`src/hdl/mem_map_pkg.sv`:
```
// constants for the data and program space decoder
package mem_map_pkg;
  // program space
  localparam int          PC_W          = 12;
  localparam logic [11:0] RESET_VEC_LO  = 12'h0FFE;
  localparam logic [11:0] RESET_VEC_HI  = 12'h0FFF;
  localparam logic [11:0] NMI_VEC_LO    = 12'h0FFC;
  localparam logic [11:0] NMI_VEC_HI    = 12'h0FFD;
  localparam logic [11:0] IRQ_VEC_BASE  = 12'h0FF0;
  localparam logic [11:0] IRQ_VEC_LAST  = 12'h0FF7;
  localparam logic [7:0]  ERASED_BYTE   = 8'h00FF;
  localparam int          STACK_DEPTH   = 6;
  // data space
  localparam logic [7:0]  BANK_LO       = 8'h0000;
  localparam logic [7:0]  BANK_HI       = 8'h003F;
  localparam logic [7:0]  WIN_LO        = 8'h0040;
  localparam logic [7:0]  WIN_HI        = 8'h007F;
  localparam logic [7:0]  RAM_LO        = 8'h0084;
  localparam logic [7:0]  RAM_HI        = 8'h00BF;
  localparam logic [7:0]  WIN_REG_ADDR  = 8'h00C9;
  localparam logic [7:0]  BANK_REG_ADDR = 8'h00E8;
  localparam int          WIN_OFS_W     = 6;
  localparam int          RAM_PAGE2_BIT = 4;
  localparam int          EE_PAGE1_BIT  = 1;
  localparam int          EE_PAGE0_BIT  = 0;
  localparam logic [7:0]  UNDEF_BYTE    = 8'h00FF;
  localparam logic [7:0]  RESET_BYTE    = 8'h0000;
  // port line modes
  typedef enum logic [2:0] {
    PM_IN_PULLUP, PM_IN_FLOAT, PM_IN_IRQ, PM_OUT_OD, PM_OUT_PP, PM_ANALOG
  } pin_mode_e;
  // core sequencer
  typedef enum logic [2:0] {
    ST_RESET, ST_VEC_LO, ST_VEC_HI, ST_RUN, ST_PROG
  } seq_e;
endpackage : mem_map_pkg

```
`src/hdl/mcu_memory_map_decode.sv`:
```
// program space sequencing, return stack and data space decode
`timescale 1ns/1ps
// Functional notes
// - program counter is twelve bits wide
// - six-entry twelve-bit hardware return stack
// - reset vector read from 0FFE/0FFF
// - nmi vector read from 0FFC/0FFD
// - maskable vectors lie in 0FF0-0FF7
// - 64-byte program memory window in data
// - 64-byte banks overlay data 00h-3Fh
// - sixty bytes general ram in data
// - low reset input restarts the device
// - raised test level at reset: programming
// - nmi taken on falling edge, pulled up
// - readout protection blocks external program reads
// - port lines software configurable per mode
// - timer bit switches b7; b6 input feeds
// - c1 timer, c2-c4 serial in/out/clock
// - window address joins register and offset
// - page2 bit routes bank region to ram
module mcu_memory_map_decode #(
  parameter int NLINES = 21
) (
  // clock and reset
  input  wire logic                   clk,
  input  wire logic                   nrst,
  // straps and events
  input  wire logic                   test_raised,
  input  wire logic                   nmi_pin,
  input  wire logic                   readout_protect,
  input  wire logic                   ext_read_req,
  // core requests
  input  wire logic                   irq_take,
  input  wire logic [2:0]             irq_index,
  input  wire logic                   call_req,
  input  wire logic                   ret_req,
  input  wire logic [11:0]            call_target,
  input  wire logic                   jump_req,
  // program memory
  output logic      [11:0]            prog_addr,
  input  wire logic [7:0]             prog_rdata,
  // data space access
  input  wire logic                   data_wr,
  input  wire logic                   data_rd,
  input  wire logic [7:0]             data_addr,
  input  wire logic [7:0]             data_wdata,
  output logic      [7:0]             data_rdata,
  output logic                        data_rvalid,
  // port lines
  input  wire mem_map_pkg::pin_mode_e line_mode [NLINES],
  input  wire logic [NLINES-1:0]      line_data,
  input  wire logic                   timer_out_sel,
  input  wire logic                   reload_timer_output,
  input  wire logic                   timer1_out,
  input  wire logic                   timer1_alt_en,
  input  wire logic                   spi_alt_en,
  input  wire logic                   spi_dout,
  input  wire logic                   spi_clk_out,
  input  wire logic [NLINES-1:0]      pad_in,
  output logic      [NLINES-1:0]      pad_out,
  output logic      [NLINES-1:0]      pad_oe,
  output logic      [NLINES-1:0]      pad_pullup,
  output logic      [NLINES-1:0]      line_in,
  output logic      [NLINES-1:0]      line_irq,
  output logic                        reload_timer_input,
  output logic                        spi_din,
  // status
  output logic      [11:0]            program_counter,
  output logic      [2:0]             stack_level,
  output logic                        prog_mode,
  output logic                        nmi_pending,
  output logic                        ext_read_blocked
);
  // lines: a0-a7 = 0..7, b0-b7 = 8..15, c0-c4 = 16..20
  localparam int port_b_bit6 = 14;
  localparam int port_b_bit7 = 15;
  localparam int port_c_bit1 = 17;
  localparam int port_c_bit2 = 18;
  localparam int port_c_bit3 = 19;
  localparam int port_c_bit4 = 20;

  mem_map_pkg::seq_e seq_q;
  logic [11:0] pc_q;
  logic [11:0] stack_q [mem_map_pkg::STACK_DEPTH];
  logic [2:0]  sp_q;
  logic [7:0]  vec_lo_q;
  logic [11:0] vec_addr_q;
  logic [5:0]  window_position_register;
  logic        ram_page2_select_bit;
  logic [1:0]  ee_sel_q;
  logic [7:0]  ram_q  [60];
  logic [7:0]  page2_q [64];
  logic        nmi_prev_q;
  logic        nmi_fall;
  logic        win_rd_q;
  logic [5:0]  win_ofs_q;
  logic [NLINES-1:0] alt_en;
  logic [NLINES-1:0] alt_out;
  logic [NLINES-1:0] pad_out_c;
  logic [NLINES-1:0] pad_oe_c;
  logic [NLINES-1:0] pullup_c;
  logic [NLINES-1:0] in_c;
  logic [NLINES-1:0] irq_c;

  // ----------------------------------------------------------------
  // program space sequencing
  // ----------------------------------------------------------------
  // falling edge of the nmi input
  assign nmi_fall = nmi_prev_q & ~nmi_pin;

  always_ff @(posedge clk or negedge nrst) begin
    if (!nrst) begin
      nmi_prev_q  <= 1'b1;
      nmi_pending <= 1'b0;
    end else begin
      nmi_prev_q <= nmi_pin;
      // new edge wins over the acknowledge
      if (nmi_fall) begin
        nmi_pending <= 1'b1;
      end else if (seq_q == mem_map_pkg::ST_VEC_HI && vec_addr_q == mem_map_pkg::NMI_VEC_HI) begin
        nmi_pending <= 1'b0;
      end
    end
  end

  always_ff @(posedge clk or negedge nrst) begin
    if (!nrst) begin
      seq_q      <= mem_map_pkg::ST_RESET;
      pc_q       <= '0;
      vec_lo_q   <= mem_map_pkg::RESET_BYTE;
      vec_addr_q <= mem_map_pkg::RESET_VEC_LO;
      sp_q       <= '0;
      prog_mode  <= 1'b0;
    end else begin
      case (seq_q)
        // strap sampled in the reset phase
        mem_map_pkg::ST_RESET: begin
          prog_mode <= test_raised;
          if (test_raised) begin
            seq_q <= mem_map_pkg::ST_PROG;
          end else begin
            vec_addr_q <= mem_map_pkg::RESET_VEC_LO;
            seq_q      <= mem_map_pkg::ST_VEC_LO;
          end
        end
        mem_map_pkg::ST_VEC_LO: begin
          vec_lo_q   <= prog_rdata;
          vec_addr_q <= vec_addr_q + 12'h0001;
          seq_q      <= mem_map_pkg::ST_VEC_HI;
        end
        mem_map_pkg::ST_VEC_HI: begin
          pc_q  <= {prog_rdata[3:0], vec_lo_q};
          seq_q <= mem_map_pkg::ST_RUN;
        end
        mem_map_pkg::ST_RUN: begin
          if (nmi_pending || irq_take) begin
            if (sp_q < 3'(mem_map_pkg::STACK_DEPTH)) begin
              stack_q[sp_q] <= pc_q;
              sp_q          <= sp_q + 3'd1;
            end
            vec_addr_q <= nmi_pending ? mem_map_pkg::NMI_VEC_LO
                        : mem_map_pkg::IRQ_VEC_BASE + {8'h00, irq_index[1:0], 1'b0};
            seq_q      <= mem_map_pkg::ST_VEC_LO;
          end else if (call_req) begin
            if (sp_q < 3'(mem_map_pkg::STACK_DEPTH)) begin
              stack_q[sp_q] <= pc_q + 12'h0001;
              sp_q          <= sp_q + 3'd1;
            end
            pc_q <= call_target;
          end else if (ret_req && sp_q != 3'd0) begin
            pc_q <= stack_q[sp_q - 3'd1];
            sp_q <= sp_q - 3'd1;
          end else if (jump_req) begin
            pc_q <= call_target;
          end else begin
            pc_q <= pc_q + 12'h0001;
          end
        end
        mem_map_pkg::ST_PROG: begin
          seq_q <= mem_map_pkg::ST_PROG;
        end
        default: begin
          seq_q <= mem_map_pkg::ST_RESET;
        end
      endcase
    end
  end

  // ----------------------------------------------------------------
  // data space
  // ----------------------------------------------------------------
  // write-only page registers, undefined at reset so left unreset
  always_ff @(posedge clk) begin
    if (data_wr && data_addr == mem_map_pkg::WIN_REG_ADDR) begin
      window_position_register <= data_wdata[5:0];
    end
    if (data_wr && data_addr == mem_map_pkg::BANK_REG_ADDR) begin
      ram_page2_select_bit <= data_wdata[mem_map_pkg::RAM_PAGE2_BIT];
      ee_sel_q <= {data_wdata[mem_map_pkg::EE_PAGE1_BIT], data_wdata[mem_map_pkg::EE_PAGE0_BIT]};
    end
    if (data_wr && data_addr >= mem_map_pkg::RAM_LO && data_addr <= mem_map_pkg::RAM_HI) begin
      ram_q[6'(data_addr - mem_map_pkg::RAM_LO)] <= data_wdata;
    end
    // bank region routed to ram page 2
    if (data_wr && data_addr <= mem_map_pkg::BANK_HI && ram_page2_select_bit) begin
      page2_q[data_addr[5:0]] <= data_wdata;
    end
  end

  always_ff @(posedge clk or negedge nrst) begin
    if (!nrst) begin
      data_rdata  <= mem_map_pkg::RESET_BYTE;
      data_rvalid <= 1'b0;
      win_rd_q    <= 1'b0;
      win_ofs_q   <= '0;
    end else begin
      data_rvalid <= 1'b0;
      win_rd_q    <= 1'b0;
      if (win_rd_q) begin
        data_rdata  <= prog_rdata;
        data_rvalid <= 1'b1;
      end else if (data_rd && data_addr >= mem_map_pkg::WIN_LO && data_addr <= mem_map_pkg::WIN_HI) begin
        // window read takes one extra cycle for program memory
        win_rd_q  <= 1'b1;
        win_ofs_q <= data_addr[5:0];
      end else if (data_rd) begin
        data_rvalid <= 1'b1;
        if (data_addr <= mem_map_pkg::BANK_HI) begin
          // banked overlay; nothing selected reads undefined
          data_rdata <= ram_page2_select_bit ? page2_q[data_addr[5:0]] : mem_map_pkg::UNDEF_BYTE;
        end else if (data_addr >= mem_map_pkg::RAM_LO && data_addr <= mem_map_pkg::RAM_HI) begin
          data_rdata <= ram_q[6'(data_addr - mem_map_pkg::RAM_LO)];
        end else begin
          data_rdata <= mem_map_pkg::UNDEF_BYTE;
        end
      end
    end
  end

  // program memory address mux; window cycle borrows the fetch port
  always_ff @(posedge clk or negedge nrst) begin
    if (!nrst) begin
      prog_addr <= mem_map_pkg::RESET_VEC_LO;
    end else if (seq_q == mem_map_pkg::ST_VEC_LO || seq_q == mem_map_pkg::ST_RESET) begin
      prog_addr <= (seq_q == mem_map_pkg::ST_RESET) ? mem_map_pkg::RESET_VEC_LO : vec_addr_q + 12'h0001;
    end else if (data_rd && data_addr >= mem_map_pkg::WIN_LO && data_addr <= mem_map_pkg::WIN_HI) begin
      // register as upper bits, offset below
      prog_addr <= {window_position_register, data_addr[5:0]};
    end else if (seq_q == mem_map_pkg::ST_RUN && (nmi_pending || irq_take)) begin
      prog_addr <= nmi_pending ? mem_map_pkg::NMI_VEC_LO
                 : mem_map_pkg::IRQ_VEC_BASE + {8'h00, irq_index[1:0], 1'b0};
    end else begin
      prog_addr <= pc_q;
    end
  end

  // ----------------------------------------------------------------
  // status and protection
  // ----------------------------------------------------------------
  always_ff @(posedge clk or negedge nrst) begin
    if (!nrst) begin
      program_counter  <= '0;
      stack_level      <= '0;
      ext_read_blocked <= 1'b0;
    end else begin
      program_counter  <= pc_q;
      stack_level      <= sp_q;
      ext_read_blocked <= ext_read_req & readout_protect;
    end
  end

  // ----------------------------------------------------------------
  // port lines and alternate functions
  // ----------------------------------------------------------------
  always_comb begin
    alt_en  = '0;
    alt_out = '0;
    alt_en[port_b_bit7]  = timer_out_sel;
    alt_out[port_b_bit7] = reload_timer_output;
    // timer on c1, serial out and clock on c3, c4
    alt_en[port_c_bit1]  = timer1_alt_en;
    alt_out[port_c_bit1] = timer1_out;
    alt_en[port_c_bit3]  = spi_alt_en;
    alt_out[port_c_bit3] = spi_dout;
    alt_en[port_c_bit4]  = spi_alt_en;
    alt_out[port_c_bit4] = spi_clk_out;
  end

  for (genvar i = 0; i < NLINES; i++) begin : g_line
    port_line u_line (
      .clk        (clk),
      .nrst       (nrst),
      .mode       (line_mode[i]),
      .data_out   (line_data[i]),
      .alt_en     (alt_en[i]),
      .alt_out    (alt_out[i]),
      .pad_in     (pad_in[i]),
      .pad_out    (pad_out_c[i]),
      .pad_oe     (pad_oe_c[i]),
      .pad_pullup (pullup_c[i]),
      .line_in    (in_c[i]),
      .irq_fall   (irq_c[i])
    );
  end

  always_ff @(posedge clk or negedge nrst) begin
    if (!nrst) begin
      pad_out            <= '0;
      pad_oe             <= '0;
      pad_pullup         <= '0;
      line_in            <= '0;
      line_irq           <= '0;
      reload_timer_input <= 1'b0;
      spi_din            <= 1'b0;
    end else begin
      pad_out    <= pad_out_c;
      pad_oe     <= pad_oe_c;
      pad_pullup <= pullup_c;
      line_in    <= in_c;
      line_irq   <= irq_c;
      // b6 feeds timer only in pull-up or floating input mode, not in irq mode
      reload_timer_input <= (line_mode[port_b_bit6] == mem_map_pkg::PM_IN_PULLUP ||
                             line_mode[port_b_bit6] == mem_map_pkg::PM_IN_FLOAT) ?
                            pad_in[port_b_bit6] : 1'b0;
      spi_din <= spi_alt_en ? pad_in[port_c_bit2] : 1'b0;
    end
  end
endmodule // mcu_memory_map_decode

```
`src/hdl/port_line.sv`:
```
// one configurable i/o line with optional alternate output
`timescale 1ns/1ps
module port_line (
  // clock and reset
  input  wire logic                   clk,
  input  wire logic                   nrst,
  // configuration
  input  wire mem_map_pkg::pin_mode_e mode,
  input  wire logic                   data_out,
  input  wire logic                   alt_en,
  input  wire logic                   alt_out,
  // pad
  input  wire logic                   pad_in,
  output logic                        pad_out,
  output logic                        pad_oe,
  output logic                        pad_pullup,
  output logic                        line_in,
  output logic                        irq_fall
);
  logic prev_q;
  logic drive;

  always_comb begin
    drive = alt_en ? alt_out : data_out;
    case (mode)
      mem_map_pkg::PM_OUT_PP: begin
        pad_oe     = 1'b1;
        pad_pullup = 1'b0;
      end
      // open drain only drives the low level
      mem_map_pkg::PM_OUT_OD: begin
        pad_oe     = ~drive;
        pad_pullup = 1'b0;
      end
      mem_map_pkg::PM_IN_PULLUP, mem_map_pkg::PM_IN_IRQ: begin
        pad_oe     = alt_en;
        pad_pullup = 1'b1;
      end
      default: begin
        pad_oe     = alt_en;
        pad_pullup = 1'b0;
      end
    endcase
    pad_out = drive;
    line_in = (mode == mem_map_pkg::PM_ANALOG) ? 1'b0 : pad_in;
  end

  always_ff @(posedge clk or negedge nrst) begin
    if (!nrst) begin
      prev_q <= 1'b1;
    end else begin
      prev_q <= pad_in;
    end
  end

  assign irq_fall = (mode == mem_map_pkg::PM_IN_IRQ) & prev_q & ~pad_in;
endmodule // port_line

```
`config.mk`:
```
export PLATFORM = sky130hd
export DESIGN_NAME = mcu_memory_map_decode
export DESIGN_NICKNAME = d
export VERILOG_FILES = /design/src/hdl/mem_map_pkg.sv /design/src/hdl/mcu_memory_map_decode.sv /design/src/hdl/port_line.sv
export SDC_FILE = /design/constraint.sdc
export NUM_CORES = 1
export LEC_CHECK = 0
export BUFFER_PORTS_ARGS = -buffer_cell sky130_fd_sc_hd__buf_4
export CAP_MARGIN = 10
export CELL_PAD_IN_SITES_DETAIL_PLACEMENT = 0
export CELL_PAD_IN_SITES_GLOBAL_PLACEMENT = 2
export CORE_UTILIZATION = 49
export CTS_CLUSTER_DIAMETER = 80
export DETAILED_ROUTE_END_ITERATION = 16
export HOLD_SLACK_MARGIN = 0.02
export PLACE_DENSITY_LB_ADDON = 0.2
export SYNTH_ARGS = -nofsm -noshare
export SYNTH_HDL_FRONTEND = slang
export SYNTH_SLANG_ARGS = --single-unit
```
`constraint.sdc`:
```
create_clock -name clk -period 6.5 [get_ports clk]
set_input_delay 1.3 -clock clk [delete_from_list [all_inputs] [get_ports clk]]
set_output_delay 1.3 -clock clk [all_outputs]
set_load 0.01 [all_outputs]
```
Word level (Yosys, flattened, before mapping) --
Memories as Yosys holds them, arrays and structs flattened. Cells that the tools add are included.
Storage, ports and cells: register bits after elaboration 214, bits in writable memories 1064, input bits 163, output and inout bits 146, word-level logic and storage cells 429, memories kept 3
Memories:
- page2_q | depth 64, width 8, read ports 1, clocked after memory_dff 0, write ports 1, line mcu_memory_map_decode.sv:92 | logic [7:0] page2_q [64];
- ram_q | depth 60, width 8, read ports 1, clocked after memory_dff 0, write ports 1, line mcu_memory_map_decode.sv:91 | logic [7:0] ram_q [60];
- stack_q | depth 6, width 12, read ports 1, clocked after memory_dff 0, write ports 1, line mcu_memory_map_decode.sv:84 | logic [11:0] stack_q [mem_map_pkg::STACK_DEPTH];
Cells by class: add/subtract/negate cells 6, order comparisons 6, equal/unequal tests 96, muxes and demuxes 115, bitwise operators 88, reductions and logical operators 70
Operators with widths (count):
- 2-to-1 mux 12 bit | 12
- equality test 3 x 2 -> 1 bit, second input constant | 44
- equality test 3 bit, second input constant | 43
- 2-to-1 mux 1 bit | 67
- zero test 3 bit | 22
- 2-to-1 mux 8 bit | 6
- bitwise AND 1 bit | 44
- NOT 1 bit | 43
- one-hot mux 1 bit (2 select lines) | 21
- OR reduction 2 bit | 21
- one-hot mux 12 bit (3 select lines) | 1
- adder 12 x 1 -> 12 bit, second input constant | 2
- one-hot mux 12 bit (2 select lines) | 1
- 2-to-1 mux 3 bit | 6
- equality test 8 bit, second input constant | 2
- one-hot mux 3 bit (5 select lines) | 1
- logical AND 1 bit | 14
- equality test 12 bit, second input constant | 1
- nonzero test 3 bit | 3
- >= comparator 8 x 7 -> 1 bit, second input constant | 1
- >= comparator 8 bit, second input constant | 1
- less-or-equal comparator 8 x 6 -> 1 bit, second input constant | 1
- less-or-equal comparator 8 x 7 -> 1 bit, second input constant | 1
- less-or-equal comparator 8 bit, second input constant | 1
- other kinds (13) | 22

Depth between registers and ports, before layout --
Gate-level depths: netlist of run 1.
depth after elaboration 8, depth in mapped cells 14, mapped depth without buffers 8

Hierarchy --
From an unflattened synthesis of run 1, not the netlist that was laid out.
Second synthesis, totals: cells, all modules 2884, area, all modules 51109.0 um^2
Modules (own cells, without submodules):
- mcu_memory_map_decode | times used 1, cells each 2632, area each 48849.4 um^2, seq. area each 36844.1 um^2
- port_line | times used 21, cells each 12, area each 107.6 um^2, seq. area each 26.3 um^2

Worst setup path before layout of run 1 --
Ideal clock, no wire load.
kind input-to-reg, start in data_addr[2], end mem ram_q[26][0] (enable), setup time 370 ps, arrival 3762 ps, required time 6130 ps, setup slack 2368 ps, stages 12, buffers on the path 6, cell sequence buf_2 -> buf_2 -> inv_1 -> clkbuf_1 -> ha_1 -> buf_2 -> nor2b_1 -> a31oi_1 -> or2_2 -> clkbuf_1 -> clkbuf_1 -> nor2_1
On the way: word-level cells in the longest chain between the ends 5, elaborated cells on any way between the ends 7, those cells by class add/sub (1); order compare (2); mux (2); reduce/logical (2)
Ends and longest elaborated chain:
- start: declaration | line mcu_memory_map_decode.sv:45 | input wire logic [7:0] data_addr,
- >= comparator 8 bit | line mcu_memory_map_decode.sv:201 | if (data_wr && data_addr >= mem_map_pkg::RAM_LO && data_addr <= mem_map_pkg::RAM_HI) begin
- logical AND 1 bit (2 in a row) | line mcu_memory_map_decode.sv:201
- 2-to-1 mux 1 bit | line mcu_memory_map_decode.sv:201
- 2-to-1 mux 1 bit (not written as such) | line mcu_memory_map_decode.sv:202 | ram_q[6'(data_addr - mem_map_pkg::RAM_LO)] <= data_wdata;
- end: declaration | line mcu_memory_map_decode.sv:91
Several ways; a longest one is shown, not always the timed one.

Final worst setup path of run 1 --
start in data_addr[2], end mem ram_q[8][7] (enable)
The elaborated chain is that of the path after synthesis.

==> results.sh, run 1 <==
export IMPL_grt_overflow=0
export IMPL_ctsResizeCount=0
export IMPL_die_area_sq_um=104300
export IMPL_finalCritPeriodShare=0.6847
export IMPL_startpoint_type="input port"
export IMPL_ys_warn_count=0
export IMPL_numCtsBuffers=136
export IMPL_ios=309
export IMPL_cts_setup_buffers=0
export IMPL_worst_slew_pin_slew_ns=1.115
export IMPL_final_cells=4701
export IMPL_insertion_delay_ns=0.75
export IMPL_drive_gt1_frac=0.2403
export IMPL_core_sq_um=101900
export IMPL_start_util=0.4953
export IMPL_wl_microns=128200
export IMPL_cts_buffer_depth=3
export IMPL_crit_chain="buf_6 -> ha_1 -> or3b_1 -> a311oi_2 -> and3_1 -> nand2_1 -> nor2_1"
export IMPL_die_y_microns=322.9
export IMPL_avgSynthCellArea_sq_um=17.45
export IMPL_cp_arrival_ns=4.82
export IMPL_postSynthCellCount=2892
export IMPL_area_growth_pct=15.65
export IMPL_max_freq_ghz=0.2247
export IMPL_power_mw=19.17
export IMPL_ant_nets=0
export IMPL_relSlewSlack=0.2507
export IMPL_synthSimpleGateAreaFrac=0.05784
export IMPL_rows=117
export IMPL_vias=27770
export IMPL_drt_initial_drc_count=2828
export IMPL_cp_num_buf_inv=1
export IMPL_grt_pass1_vias=27880
export IMPL_synth_area_mux_share=0.1259
export IMPL_synth_top_family_by_area="multiplexers"
export IMPL_grt_pass1_wl_microns=186500
export IMPL_cts_tree="done"
export IMPL_worstPathMaxFanout=58
export IMPL_p_per_area_nw_per_um2=328.4
export IMPL_crit_type="in -> reg"
export IMPL_dr_pass1_iters=7
export IMPL_cap_violations=0
export IMPL_synth_edf_count=1071
export IMPL_min_period_ns=4.451
export IMPL_grt_max_degree=149
export IMPL_pre_cts_slack_ns=1.371
export IMPL_grt_setup_unrepaired="no"
export IMPL_syn_area_sq_um=50470
export IMPL_detail_route_wl_per_cell_microns=27.27
export IMPL_synth_area_top_cells="edfxtp_1 64%, mux4_2 8.3%, dfrtp_1 8.1%"
export IMPL_cts_hold_buf=0
export IMPL_place_detailed_hpwl_microns=81350
export IMPL_cp_slowest_stage_delay_ns=0.90
export IMPL_seq_area_frac_synth=0.7410
export IMPL_crit_path_end_kind="register"
export IMPL_synth_top_cell_by_area="edfxtp_1"
export IMPL_antenna_found_initial=4
export IMPL_cts_clk_slew_worst_paths_ns=0.06
export IMPL_grt_use_total=0.2475
export IMPL_worst_hold_slack_ns=0.4859
export IMPL_synthFlopType="edfxtp_1"
export IMPL_synth_compound_area_frac=0.04951
export IMPL_die_width_microns=322.9
export IMPL_skew_ns=0.01888
export IMPL_tns_ns=0
export IMPL_crit_required_ns=6.86
export IMPL_status="finished clean"
export IMPL_synth_top_area_share=0.6373
export IMPL_setup_slack_ns=2.049
export IMPL_num_antenna_cells=0
export IMPL_vias_per_cell=5.907
export IMPL_portBuffers=307
export IMPL_setup_viol_count_final=0
export IMPL_drc=0
export IMPL_gp_routability_congestion=0.8574
export IMPL_place_inst=4454
export IMPL_slew_violations=0
export IMPL_crit_family="simple AND/OR/NAND/NOR gates"
export IMPL_worstHoldPathType="reg -> reg"
export IMPL_yosys_register_bits=1278
export IMPL_cp_slowest_cell="nor2_1"
export IMPL_synth_distinct_cells=68
export IMPL_synth_fa_ha_area_frac=0.002231
export IMPL_synth_nets=3064
export IMPL_async_flop_share=0.1620
export IMPL_root_buffer="clkbuf_16"
export IMPL_peakVddDrop_uv=244.3
export IMPL_h_tree_depth=4
export IMPL_final_cell_mix="1071 x edfxtp_1, 339 x buf_4, 220 x nor2_1, 205 x mux2i_1, 186 x mux4_2"
export IMPL_hold_violations=0
export IMPL_leakage_nw=20.26
export IMPL_nets=3397
export IMPL_reg2reg_slack_ns=3.27
export IMPL_cts_sinks=1278
export IMPL_synth_xor_area_frac=0.005380
export IMPL_final_common_cell="edfxtp_1"
[final cells by class]
class	count	area, sq um
clock inverter	62	506.7
sequential	1278	37400
fill	7751	43520
tap	1368	1712
timing repair buffer	346	2658
inverter	32	120.1
multi-input combinational	1431	12200
clock buffer	184	3772
[layer usage]
metal	wire length (microns)	vias to the layer above	global-route usage
met5	28	-	0
met4	2907	4	0.07088
met3	8896	175	0.04952
met2	62720	1076	0.3994
met1	53620	14430	0.3432
li1	-	12090	-
[worst min-delay path: cells and delay by family, from the launching register on]
kind / cells / cell delay, ns
DFF: 1 / 0.34
and+or+nand+nor: 2 / 0.11
[sequential cells by signal (all words and copies together), names as in the netlist, 3 cells and up]
name and cells:
page2_q 512, ram_q 480, stack_q 72, g_line.u_line.prev_q 21, line_in 21, line_irq 21, pad_oe 21, pad_out 21
pad_pullup 21, pc_q 12, prog_addr 12, program_counter 12, vec_addr_q 12, data_rdata 8, vec_lo_q 8, window_position_register 6
seq_q 3, sp_q 3, stack_level 3
[per-stage QoR]
stage | util | area (sq um)
global placement | 0.5308 | 54080
global route | 0.5728 | 58360
finish | 0.5728 | 58360
detailed placement | 0.5308 | 54080
CTS | 0.5727 | 58360
floorplan | - | 50470
[where the power goes]
part | switching (mW) | internal [mW]
logic | 1.33 | 0.869
clock network | 3.11 | 4.32
registers | 0.287 | 9.26
total | 4.73 | 14.4
[synthesized netlist by cell type (5+ instances only)]
cell          n
edfxtp_1   1071
nor2_1      221
mux2i_1     205
mux4_2      186
dfrtp_1     163
nand2_1     145
clkbuf_1     76
o21ai_0      75
a21oi_1      65
a22oi_1      64
nand3_1      62
dfstp_2      44
buf_2        40
nand2b_1     37
o22ai_1      35
inv_1        31
xnor2_1      22
o21a_1       21
nor2b_1      20
nor3_1       20
a211oi_1     19
and3_1       16
a221oi_1     15
buf_4        15
or3_1        15
buf_6        14
nand4_1      12
o211ai_1     12
nor4_1       11
nor4b_1      11
a31oi_1      10
and2_1       10
mux2_2       10
nand3b_1     10
ha_1          9
xor2_1        9
or4b_2        8
o21ai_1       7
or2_2         7
a2111oi_0     5
buf_1         5
nor3b_1       5
[final timing paths]
kind                               from          end  depth (start not counted)
max                        data_addr[2]  ram_q[8][7]                          7
min                         vec_lo_q[0]  vec_lo_q[0]                          2
max reg2reg                     sp_q[0]     pc_q[10]                          9
min reg2reg                 vec_lo_q[0]  vec_lo_q[0]                          2
max in group asynchronous          nrst   line_in[3]                          2
min in group asynchronous          nrst      spi_din                          1
[cell families (layout without fill, tap and decap cells)]
group / after synthesis / count (layout)
DFF: 1278 / 1278
and+or+nand+nor: 615 / 615
muxes: 401 / 401
AOI/OAI and AO/OA: 375 / 375
buffers and inverters: 183 / 624
xor gates and xnor gates: 31 / 31
adders and majority gates: 9 / 9
(Power assumes the default switching activity.)
==> run 2: changes to the inputs <==
--- a/config.mk
+++ b/config.mk
@@ -5,11 +5,12 @@
 export SDC_FILE = /design/constraint.sdc
 export NUM_CORES = 1
 export LEC_CHECK = 0
+export ABC_AREA = 1
 export BUFFER_PORTS_ARGS = -buffer_cell sky130_fd_sc_hd__buf_4
 export CAP_MARGIN = 10
 export CELL_PAD_IN_SITES_DETAIL_PLACEMENT = 0
 export CELL_PAD_IN_SITES_GLOBAL_PLACEMENT = 2
-export CORE_UTILIZATION = 49
+export CORE_UTILIZATION = 36
 export CTS_CLUSTER_DIAMETER = 80
 export DETAILED_ROUTE_END_ITERATION = 16
 export HOLD_SLACK_MARGIN = 0.02
==> constraint.sdc (replaced) <==
create_clock -name clk -period 3.7 [get_ports clk]
set_input_delay 0.74 -clock clk [delete_from_list [all_inputs] [get_ports clk]]
set_output_delay 0.74 -clock clk [all_outputs]
set_load 0.01 [all_outputs]
==> run 2 against run 1 <==
Against the previous run:
- area after synthesis increased by 7.1%
- flip-flop and latch count unchanged
- via count is 32% higher
- worst setup slack worse by 1.3 ns
- count of clock-buffer cells in the layout increased by 5
- sequential share of layout area fell by 5.7 points
- global-route usage is 4.0 points lower
- non-clock buffer count up 136
- combinational power up 100%
- first-iteration DRC count shrank 15%
- critical endpoint is now pc_q[0]
- largest power group unchanged
==> results.sh, run 2 <==
export IMPL_place_detailed_hpwl_microns=97000
export IMPL_synth_edf_count=1071
export IMPL_status="finished clean"
export IMPL_dr_pass1_iters=5
export IMPL_vias=36550
export IMPL_synthTopCellsByCount="1870 x nand2_1, 1071 x edfxtp_1, 582 x inv_1"
export IMPL_die_area_sq_um=151600
export IMPL_rr_startpoint="sp_q[1]"
export IMPL_area_growth_pct=18.48
export IMPL_grt_pass1_wl_microns=233600
export IMPL_gp_routability_congestion=0.8076
export IMPL_hold_depth=1
export IMPL_synth_top_cell_by_area="edfxtp_1"
export IMPL_ctsResizeCount=0
export IMPL_drive_gt1_frac=0.1317
export IMPL_hp_start="line_data[18]"
export IMPL_cts_setup_buffers=0
export IMPL_crit_path_end_kind="register"
export IMPL_crit_path_start="sp_q[1]"
export IMPL_grt_overflow=0
export IMPL_leakage_nw=26.86
export IMPL_largest_register_ffs=512
export IMPL_core_sq_um=148400
export IMPL_drt_initial_drc_count=2391
export IMPL_cap_violations=0
export IMPL_hold_violations=0
export IMPL_synthFlopType="edfxtp_1"
export IMPL_yosys_register_bits=1278
export IMPL_skew_ns=0.02392
export IMPL_final_cell_mix="1870 x nand2_1, 1071 x edfxtp_1, 581 x inv_1, 452 x buf_4, 406 x nand3_1"
export IMPL_worstPathMaxFanout=13
export IMPL_fillers=14260
export IMPL_finalCritPeriodShare=0.7974
export IMPL_p_per_area_nw_per_um2=548.0
export IMPL_vias_per_cell=4.718
export IMPL_clkPwrFrac=0.399
export IMPL_grt_use_total=0.2074
export IMPL_max_freq_ghz=0.3390
export IMPL_async_flop_share=0.1620
export IMPL_root_buffer="clkbuf_16"
export IMPL_synth_top_area_share=0.5953
export IMPL_syn_area_sq_um=54030
export IMPL_antenna_found_initial=3
export IMPL_swShare=0.2650
export IMPL_detail_route_wl_per_cell_microns=20.27
export IMPL_die_y_microns=389.4
export IMPL_yosysMostFrequentCell="nand2_1"
export IMPL_nets=5805
export IMPL_seqPwrFrac=0.473
export IMPL_portBuffers=307
export IMPL_min_period_ns=2.950
export IMPL_grt_pass1_vias=35910
export IMPL_rows=141
export IMPL_grt_setup_unrepaired="no"
export IMPL_regArea_sq_um=37400
export IMPL_dpl_cell_area_sq_um=59430
export IMPL_multi_input_area_sq_um=13310
export IMPL_relSlewSlack=0.2347
export IMPL_num_antenna_cells=0
export IMPL_cts_clk_slew_worst_paths_ns=0.06
export IMPL_reg2reg_depth=11
export IMPL_final_common_cell="nand2_1"
export IMPL_postSynthCellCount=5225
export IMPL_crit_required_ns=4.34
export IMPL_ys_warn_count=0
export IMPL_drc=0
export IMPL_avgSynthCellArea_sq_um=10.34
export IMPL_insertion_delay_ns=0.77
export IMPL_final_cell_area_sq_um=64010
export IMPL_seq_area_frac_synth=0.6922
export IMPL_synth_distinct_cells=45
export IMPL_tns_ns=0
export IMPL_cp_arrival_ns=3.59
export IMPL_h_tree_depth=4
export IMPL_numCtsBuffers=146
export IMPL_cts_buffer_depth=3
export IMPL_wl_microns=157100
export IMPL_start_util=0.3641
export IMPL_ant_nets=0
export IMPL_peakVddDrop_uv=449.7
export IMPL_comb_power_share=0.128
export IMPL_crit_type="reg -> reg"
export IMPL_worst_slew_pin_slew_ns=1.144
export IMPL_cts_hold_buf=0
export IMPL_p_int_mw=25.78
export IMPL_synth_nets=5397
export IMPL_die_width_microns=389.4
export IMPL_ios=309
export IMPL_p_sw_mw=9.295
export IMPL_synth_area_top_cells="edfxtp_1 60%, nand2_1 13%, dfrtp_1 7.5%"
export IMPL_startpoint_type="register"
export IMPL_slew_violations=0
export IMPL_grt_max_degree=136
export IMPL_cts_tree="done"
export IMPL_setup_viol_count_final=0
export IMPL_cts_sinks=1278
export IMPL_worstHoldPathType="in -> reg"
-- run 2: logic make-up after synthesis --
group           share of synthesized area
flops                              0.6922
simple gates                       0.2055
xor+xnor                         0.003520
compound gates                    0.03453
mux                             0.0004168
fa+ha+maj                        0.002084
buf+inv                           0.06179
-- run 2: area by class of cell --
cell class	count	share of cell area
well taps	2002	0.03913
repair buffers	482	0.06212
clock inverters	72	0.01020
inverters	592	0.03507
multi-input cells	3133	0.2079
clock buffers	189	0.06139
flip-flops and latches	1278	0.5842
-- run 2: critical path, cell delays in order, from the launching register on --
cell and delay (ns):
dfrtp_1 0.46, inv_1 0.16, ha_1 0.16, nand2_1 0.06
nand2_1 0.42, inv_1 0.29, nor2_1 0.61, inv_1 0.21
o22ai_1 0.23, a21oi_1 0.07, nor2_1 0.09, o22ai_1 0.07
-- run 2: power groups by stage --
stage               clock, mW  combinational (mW)  sequential, mW
floorplan                   0                2.42            16.8
global placement            0                4.57            16.9
detailed placement          0                4.58            16.9
CTS                      14.3                4.59            16.6
global route             14.8                5.00            16.6
finish                   14.0                4.48            16.6
-- run 2: final timing paths --
kind	slack [ns]	end
setup / recovery	0.75	pc_q[0]
hold / removal	0.08	pad_out[18]
setup reg to reg	0.75	pc_q[0]
hold reg to reg	0.44	program_counter[3]
max in group asynchronous	2.07	pad_oe[6]
min in group asynchronous	0.09	program_counter[11]
-- run 2: per-stage QoR --
stage	setup slack, ns	hold WS, ns	power [mW]	util	instances
global route	0.5311	0.03538	36.50	0.4314	7748
CTS	0.7957	0.02162	35.52	0.4314	7748
global placement	0.4473	0.4279	21.46	0.4006	7487
detailed placement	0.4429	0.4249	21.48	0.4006	7487
floorplan	0.4349	0.3519	19.27	-	5225
finish	0.7498	0.07635	35.08	0.4314	7748
-- run 2: routing by layer --
metal	wire (microns)	track usage
met1	69000	0.2738
met2	77190	0.3505
met3	7030	0.03411
met4	3809	0.05984
met5	38	0
